File: config.mk
export PLATFORM = sky130hd
export DESIGN_NAME = dio_core
export DESIGN_NICKNAME = d
export VERILOG_FILES = /design/src/logic/dio_pkg.sv /design/src/logic/dio_filt_if.sv /design/src/logic/dio_filter.sv /design/src/logic/dio_core.sv
export SDC_FILE = /design/constraint.sdc
export NUM_CORES = 2
export LEC_CHECK = 0
export BUFFER_PORTS_ARGS = -buffer_cell sky130_fd_sc_hd__buf_4
export CAP_MARGIN = 0
export CORE_ASPECT_RATIO = 1.25
export CORE_MARGIN = 2
export CORE_UTILIZATION = 45
export DETAILED_ROUTE_END_ITERATION = 7
export GPL_TIMING_DRIVEN = 0
export RECOVER_POWER = 100
export SYNTH_ARGS = -nofsm -noshare
export SYNTH_HDL_FRONTEND = slang
export SYNTH_HIERARCHICAL = 1
export SYNTH_SLANG_ARGS = --single-unit
File: constraint.sdc
create_clock -name clock -period 9.1 [get_ports clock]
set_input_delay 0.455 -clock clock [delete_from_list [all_inputs] [get_ports clock]]
set_output_delay 0.455 -clock clock [all_outputs]
set_load 0.01 [all_outputs]
File: src/logic/dio_pkg.sv
package dio_pkg;
  // ----------------------------------------------------------------
  // channel counts and widths
  // ----------------------------------------------------------------
  localparam int DIO_CH = 32;
  localparam int DIO_ADDR_W = 8;
  localparam int DIO_FILT_W = 8;

  // ----------------------------------------------------------------
  // register byte offsets
  // ----------------------------------------------------------------
  localparam logic [DIO_ADDR_W-1:0] DIO_REG_IN = 8'h00;
  localparam logic [DIO_ADDR_W-1:0] DIO_REG_OUT = 8'h04;
  localparam logic [DIO_ADDR_W-1:0] DIO_REG_IEN = 8'h08;
  localparam logic [DIO_ADDR_W-1:0] DIO_REG_EDGE = 8'h0C;
  localparam logic [DIO_ADDR_W-1:0] DIO_REG_PEND = 8'h10;
  localparam logic [DIO_ADDR_W-1:0] DIO_REG_FILT = 8'h14;

  // ----------------------------------------------------------------
  // values after reset, and the value read at unmapped addresses
  // ----------------------------------------------------------------
  localparam logic [31:0] DIO_OUT_RST = 32'h0000_0000;
  localparam logic [31:0] DIO_IEN_RST = 32'h0000_0000;
  localparam logic [31:0] DIO_EDGE_RST = 32'h0000_0000;
  localparam logic [31:0] DIO_PEND_RST = 32'h0000_0000;
  localparam logic [DIO_FILT_W-1:0] DIO_FILT_RST = 8'h10;
  localparam logic [31:0] DIO_UNMAPPED = 32'h0000_0000;
endpackage

File: src/logic/dio_filt_if.sv
`timescale 1ns/1ns
interface dio_filt_if #(
  parameter int N = 32,
  parameter int W = 8
);
  logic [N-1:0] raw;
  logic [W-1:0] setting;
  logic [N-1:0] clean;

  modport core (output raw, output setting, input clean);
  modport filt (input raw, input setting, output clean);
endinterface

File: src/logic/dio_filter.sv
`timescale 1ns/1ns
module dio_filter #(
  parameter int N = 32,
  parameter int W = 8
) (
  input wire logic clock,  // system clock
  input wire logic rst,    // async reset, active high
  dio_filt_if.filt fi      // raw samples in, filtered levels out
);
  import dio_pkg::*;

  // ----------------------------------------------------------------
  // per-channel stability counters
  // ----------------------------------------------------------------
  // a level is taken only after it has differed for setting+1 cycles;
  // any bounce back to the old level restarts the count
  logic [N-1:0] clean;
  assign fi.clean = clean;

  for (genvar i = 0; i < N; i++) begin : g_ch
    logic [W-1:0] cnt;
    always_ff @(posedge clock or posedge rst) begin
      if (rst) begin
        cnt <= '0;
        clean[i] <= 1'b0;
      end else if (fi.raw[i] == clean[i]) begin
        cnt <= '0;
      end else if (cnt >= fi.setting) begin
        cnt <= '0;
        clean[i] <= fi.raw[i];
      end else begin
        cnt <= cnt + 1'b1;
      end
    end
  end
endmodule

File: src/logic/dio_core.sv
// Chosen here: register access over Avalon-MM and the register addresses.
`timescale 1ns/1ns
// Function
// - thirty-two input channels, each usable as an interrupt source
// - per-bit interrupt enable set by software
// - per-bit software choice of interrupting edge
// - logical rising edge is pin high-to-low, falling is low-to-high
// - all input interrupt conditions merge into one request output
// - software-configured noise and chatter filter on every input
// - inputs read in negative logic: low pin reads as one
// - thirty-two outputs in negative logic: one pulls line low
// - data zero is high level, data one is low level
module dio_core #(
  parameter int N = dio_pkg::DIO_CH,     // channel count
  parameter int FW = dio_pkg::DIO_FILT_W // filter setting width
) (
  input wire logic clock,                                      // 250 MHz clock
  input wire logic rst,                                        // async reset
  input wire logic [dio_pkg::DIO_ADDR_W-1:0] avs_address,      // byte address
  input wire logic avs_read,                                   // read request
  input wire logic avs_write,                                  // write request
  input wire logic [31:0] avs_writedata,                       // write data
  input wire logic [3:0] avs_byteenable,                       // byte lanes
  output logic [31:0] avs_readdata,                            // read data
  output logic avs_waitrequest,                                // stall
  input wire logic [N-1:0] in_pin_n,                           // input pins
  output logic [N-1:0] out_pin_n,                              // output pins
  output logic shared_interrupt_request                        // merged request
);
  import dio_pkg::*;

  // ----------------------------------------------------------------
  // bus handshake
  // ----------------------------------------------------------------
  // one wait state: the access completes on the second edge, which
  // gives readdata a full cycle from the decode
  logic ack;
  logic req;
  logic take;
  assign req = avs_read | avs_write;
  assign avs_waitrequest = req & ~ack;
  assign take = req & ack;

  always_ff @(posedge clock or posedge rst) begin
    if (rst) begin
      ack <= 1'b0;
    end else begin
      ack <= req & ~ack;
    end
  end

  function automatic logic [31:0] lane_mask(input logic [3:0] be);
    logic [31:0] m;
    m = '0;
    for (int b = 0; b < 4; b++) begin
      m[b*8 +: 8] = {8{be[b]}};
    end
    return m;
  endfunction

  logic [31:0] wmask;
  logic wr_out, wr_ien, wr_edge, wr_pend, wr_filt;
  assign wmask = lane_mask(avs_byteenable);
  assign wr_out = take & avs_write & (avs_address == DIO_REG_OUT);
  assign wr_ien = take & avs_write & (avs_address == DIO_REG_IEN);
  assign wr_edge = take & avs_write & (avs_address == DIO_REG_EDGE);
  assign wr_pend = take & avs_write & (avs_address == DIO_REG_PEND);
  assign wr_filt = take & avs_write & (avs_address == DIO_REG_FILT);

  // ----------------------------------------------------------------
  // input path
  // ----------------------------------------------------------------
  // all inputs sampled
  logic [N-1:0] sync1;
  logic [N-1:0] sync2;
  always_ff @(posedge clock or posedge rst) begin
    if (rst) begin
      sync1 <= '1;
      sync2 <= '1;
    end else begin
      sync1 <= in_pin_n;
      sync2 <= sync1;
    end
  end

  logic [FW-1:0] filt_set;
  dio_filt_if #(.N(N), .W(FW)) fif ();
  assign fif.raw = ~sync2;
  assign fif.setting = filt_set;

  dio_filter #(.N(N), .W(FW)) u_filter (
    .clock(clock),
    .rst(rst),
    .fi(fif.filt)
  );

  logic [N-1:0] in_logic;
  logic [N-1:0] in_prev;
  assign in_logic = fif.clean;
  always_ff @(posedge clock or posedge rst) begin
    if (rst) begin
      in_prev <= '0;
    end else begin
      in_prev <= in_logic;
    end
  end

  // ----------------------------------------------------------------
  // control registers
  // ----------------------------------------------------------------
  logic [N-1:0] out_data;
  logic [N-1:0] irq_en;
  logic [N-1:0] edge_rise;
  always_ff @(posedge clock or posedge rst) begin
    if (rst) begin
      out_data <= DIO_OUT_RST[N-1:0];
      irq_en <= DIO_IEN_RST[N-1:0];
      edge_rise <= DIO_EDGE_RST[N-1:0];
      filt_set <= DIO_FILT_RST;
    end else begin
      if (wr_out) out_data <= (out_data & ~wmask[N-1:0]) | (avs_writedata[N-1:0] & wmask[N-1:0]);
      if (wr_ien) irq_en <= (irq_en & ~wmask[N-1:0]) | (avs_writedata[N-1:0] & wmask[N-1:0]);
      if (wr_edge) begin
        edge_rise <= (edge_rise & ~wmask[N-1:0]) | (avs_writedata[N-1:0] & wmask[N-1:0]);
      end
      if (wr_filt) begin
        filt_set <= (filt_set & ~wmask[FW-1:0]) | (avs_writedata[FW-1:0] & wmask[FW-1:0]);
      end
    end
  end

  always_ff @(posedge clock or posedge rst) begin
    if (rst) begin
      out_pin_n <= ~DIO_OUT_RST[N-1:0];
    end else if (wr_out) begin
      out_pin_n <= ~((out_data & ~wmask[N-1:0]) | (avs_writedata[N-1:0] & wmask[N-1:0]));
    end
  end

  // ----------------------------------------------------------------
  // edge detect and pending flags
  // ----------------------------------------------------------------
  // logical rise is a high-to-low pin transition
  logic [N-1:0] ev_rise;
  logic [N-1:0] ev_fall;
  logic [N-1:0] ev;
  assign ev_rise = in_logic & ~in_prev;
  assign ev_fall = ~in_logic & in_prev;
  // enable and edge choice per bit
  assign ev = irq_en & ((edge_rise & ev_rise) | (~edge_rise & ev_fall));

  logic [N-1:0] pending;
  logic [N-1:0] pend_clr;
  assign pend_clr = wr_pend ? (avs_writedata[N-1:0] & wmask[N-1:0]) : '0;

  // set wins over a same-cycle clear
  always_ff @(posedge clock or posedge rst) begin
    if (rst) begin
      pending <= DIO_PEND_RST[N-1:0];
    end else begin
      pending <= (pending & ~pend_clr) | ev;
    end
  end

  always_ff @(posedge clock or posedge rst) begin
    if (rst) begin
      shared_interrupt_request <= 1'b0;
    end else begin
      shared_interrupt_request <= |pending;
    end
  end

  // ----------------------------------------------------------------
  // read mux
  // ----------------------------------------------------------------
  // unaligned or unmapped addresses read zero and ignore writes
  always_ff @(posedge clock or posedge rst) begin
    if (rst) begin
      avs_readdata <= '0;
    end else if (avs_read & ~ack) begin
      unique case (avs_address)
        DIO_REG_IN: avs_readdata <= 32'(in_logic);
        DIO_REG_OUT: avs_readdata <= 32'(out_data);
        DIO_REG_IEN: avs_readdata <= 32'(irq_en);
        DIO_REG_EDGE: avs_readdata <= 32'(edge_rise);
        DIO_REG_PEND: avs_readdata <= 32'(pending);
        DIO_REG_FILT: avs_readdata <= 32'(filt_set);
        default: avs_readdata <= DIO_UNMAPPED;
      endcase
    end
  end
endmodule

==> results.yml <==
status:
  status: "complete, but fails checks"
  violations: "max-capacitance violations, max-slew violations"
floorplanning:
  die-height_um: 299
  die-area_mm2: 0.0717
  coreArea_mm2: 0.0692
  start_util_pct: 45.2
  num_io_pins: 146
  rows: 108
  die_w_um: 240
synthesis:
  synth-compound-area-share_pct: 11.2
  synth_simple_gate_area_share_pct: 13.8
  ys_top_cells_by_area: "dfrtp_1, ha_1, dfstp_2"
  synth_top_family_by_area: "simple AND/OR/NAND/NOR gates"
  synth.most_common_cell: "dfrtp_1"
  synth_fa_ha_area_share_pct: 11.5
  syn_avg_cell_area_um2: 11.4
  netlist_instances: 2751
  async_flop_share_pct: 100
  synthXorXnorAreaFrac_pct: 6.27
  ys.flop_type: "dfrtp_1"
  synth.top_cell.area_share_pct: 39.1
  synthesis.nets: 3119
  synth_edf_count: 0
  post_synth_num_cell_types: 61
  ys_seq_elements: 586
  synth_area_leader_cell: "dfrtp_1"
  yosys-mux-area-fraction_pct: 7.79
  syn-cell-area_mm2: 0.0313
  synth_warnings: 6
  seq_area_frac_synth_pct: 47.2
  synth_common_cells: "dfrtp_1, ha_1, nand2_1, nor3_1, nor2_1"
placed_design:
  placed_area_mm2: 0.0338
  hpwl_um: 56800
  place_congestion: 0.827
  port_buffers: 139
  dpl.cell_count: 3837
global_route:
  antenna_found_initial: 10
  gr-total-overflow: 0
  grt_max_degree: 124
  first_global_vias: 23500
  track_usage_pct: 22.9
  grt_pass1_wl_um: 128000
clock_tree:
  cts.clk_slew.worst_paths_ps: 60
  ctsHtreeMaxLevel: 2
  root_buffer: "clkbuf_16"
  clk_latency_ps: 650
  clock_sinks: 586
  cts_buffers: 61
  cts_resized: 0
  cts_tree: "done"
  cts_max_path_buffers: 3
setup_path:
  arrival_ps: 4790
  crit_required_ps: 9560
  crit_fanout: 18
  worstSetupPathType: "reg2reg"
  end_kind: "register"
  critPathLaunchType: "register"
detailed_routing:
  vias: 22500
  drc: 0
  wl_per_cell_um: 20.3
  drt_first_pass_iters: 5
  detail_route.iter0.violations: 1105
  via_per_inst: 5.64
  postRouteAntennaNets: 0
  wirelength_um: 81000
timing:
  setup_tns_ps: 0
  rsz0062_at_grt: "false"
  fmax_ghz: 0.231
  setup_viol_count_final: 0
  finalClockSkew_ps: 31.8
  timing.final.crit_share_pct: 47.5
  drv_slew: 195
  hold_viol: 0
  slew_headroom_pct: -143
  min_period_ps: 4330
  max_slew.worst_pin.slew_ps: 3630
  hold_ws_ps: 79.5
pwr:
  ir_worst_vdd_mv: 0.117
  pwr-share-comb_pct: 7.3
  p_per_area_mw_per_mm2: 164
  totalPowerFinal_mw: 5.89
  p_leak_nw: 16.4
  seq_power_share_pct: 46.9
  clkPwrFrac_pct: 45.7
  switching_share_pct: 24.2
  intPower_mw: 4.46
  power.switching_mw: 1.43
finish:
  syn2layout_area_growth_pct: 14.3
  drive_above_1_share_pct: 14.6
  instances_no_fill: 3990
  design_area_mm2: 0.0358
  nNetsFinal: 3366
run:
  timing.max_cap.violations: 5
min_path:
  hold_class: "in2reg"
==> cell families after synthesis <==
group	after synthesis
buffers and inverters	172
AOI/OAI and AO/OA	419
muxes	225
DFF	586
xor gates and xnor gates	224
adders and majority gates	288
and+or+nand+nor	837
==> metal layers <==
| layer | up-vias | track usage [%] | wire, um |
|---|---|---|---|
| met3 | 173 | 4.06 | 4080 |
| met5 | - | 0 | 57 |
| met2 | 502 | 38.9 | 39300 |
| met1 | 11300 | 28.7 | 34400 |
| met4 | 10 | 9.27 | 3200 |
| li1 | 10600 | - | - |
==> final cells by class <==
| cell class | count | area, um2 |
|---|---|---|
| tap | 935 | 1170 |
| inverter | 127 | 479 |
| multi-input combinational | 1993 | 15600 |
| sequential | 586 | 14800 |
| antenna | 4 | 10.0 |
| timing repair buffer | 184 | 1410 |
| clock inverter | 28 | 363 |
| clock buffer | 88 | 1810 |
| buffer | 45 | 180 |
| fill | 6224 | 33400 |
==> critical path, stage by stage, from the launching register on <==
cell and delay [ps]:
dfrtp_1 390, inv_1 790, clkbuf_1 1450, ha_1 410
nand4_1 140, o31ai_1 830, nor2_1 120
==> cell usage in the layout, fill, tap and decap left out, types with 20 or more instances in the layout <==
master,n
o21a_1,32
a31oi_1,32
a21oi_1,40
dlygate4sd3_1,33
dfstp_2,77
buf_4,56
nand2b_1,24
o21ai_0,58
nand3_1,133
a22oi_1,24
nor2_1,156
and3_1,85
a22o_1,32
nor3_1,161
ha_1,288
mux2_2,116
mux2i_1,76
dfstp_1,20
o211ai_1,38
clkbuf_1,97
a21o_1,26
clkbuf_4,30
a221o_1,24
dfrtp_1,488
xnor2_1,77
o2bb2ai_1,24
clkbuf_16,63
nand4_1,38
xor2_1,147
o31ai_1,26
mux2_1,33
nand2_1,164
nor2b_1,20
inv_1,120
==> worst paths after layout <==
kind | to | cells past startpoint | startpoint | slack (ps)
max reg2reg | u_filter/g_ch[30].cnt[4] | 6 | register | 4770
min in group asynchronous | u_filter/g_ch[9].cnt[7] | 3 | rst | 1360
max in group asynchronous | avs_readdata[23] | 4 | rst | 5920
min reg2reg | sync2[9] | 0 | sync1[9] | 350
max | u_filter/g_ch[30].cnt[4] | 6 | register | 4770
min | register | 2 | avs_writedata[15] | 80
==> power by group through the flow <==
stage          Sequential, mW  Clock, mW  Combinational [mW]
2_1_floorplan            2.79          0               0.274
3_3_place_gp             2.81          0               0.419
3_5_place_dp             2.81          0               0.442
4_1_cts                  2.76       2.77               0.454
5_1_grt                  2.77       2.87               0.482
6_report                 2.76       2.69               0.432
==> timing repair <==
action	in CTS	in global routing
buffers inserted	0	0
hold buffers	33	0
hold endpoints to repair	138	0
==> metrics by stage <==
step	utilization [%]	setup slack, ps
4_1_cts	52.5	6290
6_report	51.7	4770
2_1_floorplan	-	573
3_3_place_gp	48.4	-3060
5_1_grt	51.7	4450
3_5_place_dp	48.9	5810
Note: power is estimated with default switching activity, not from simulation.
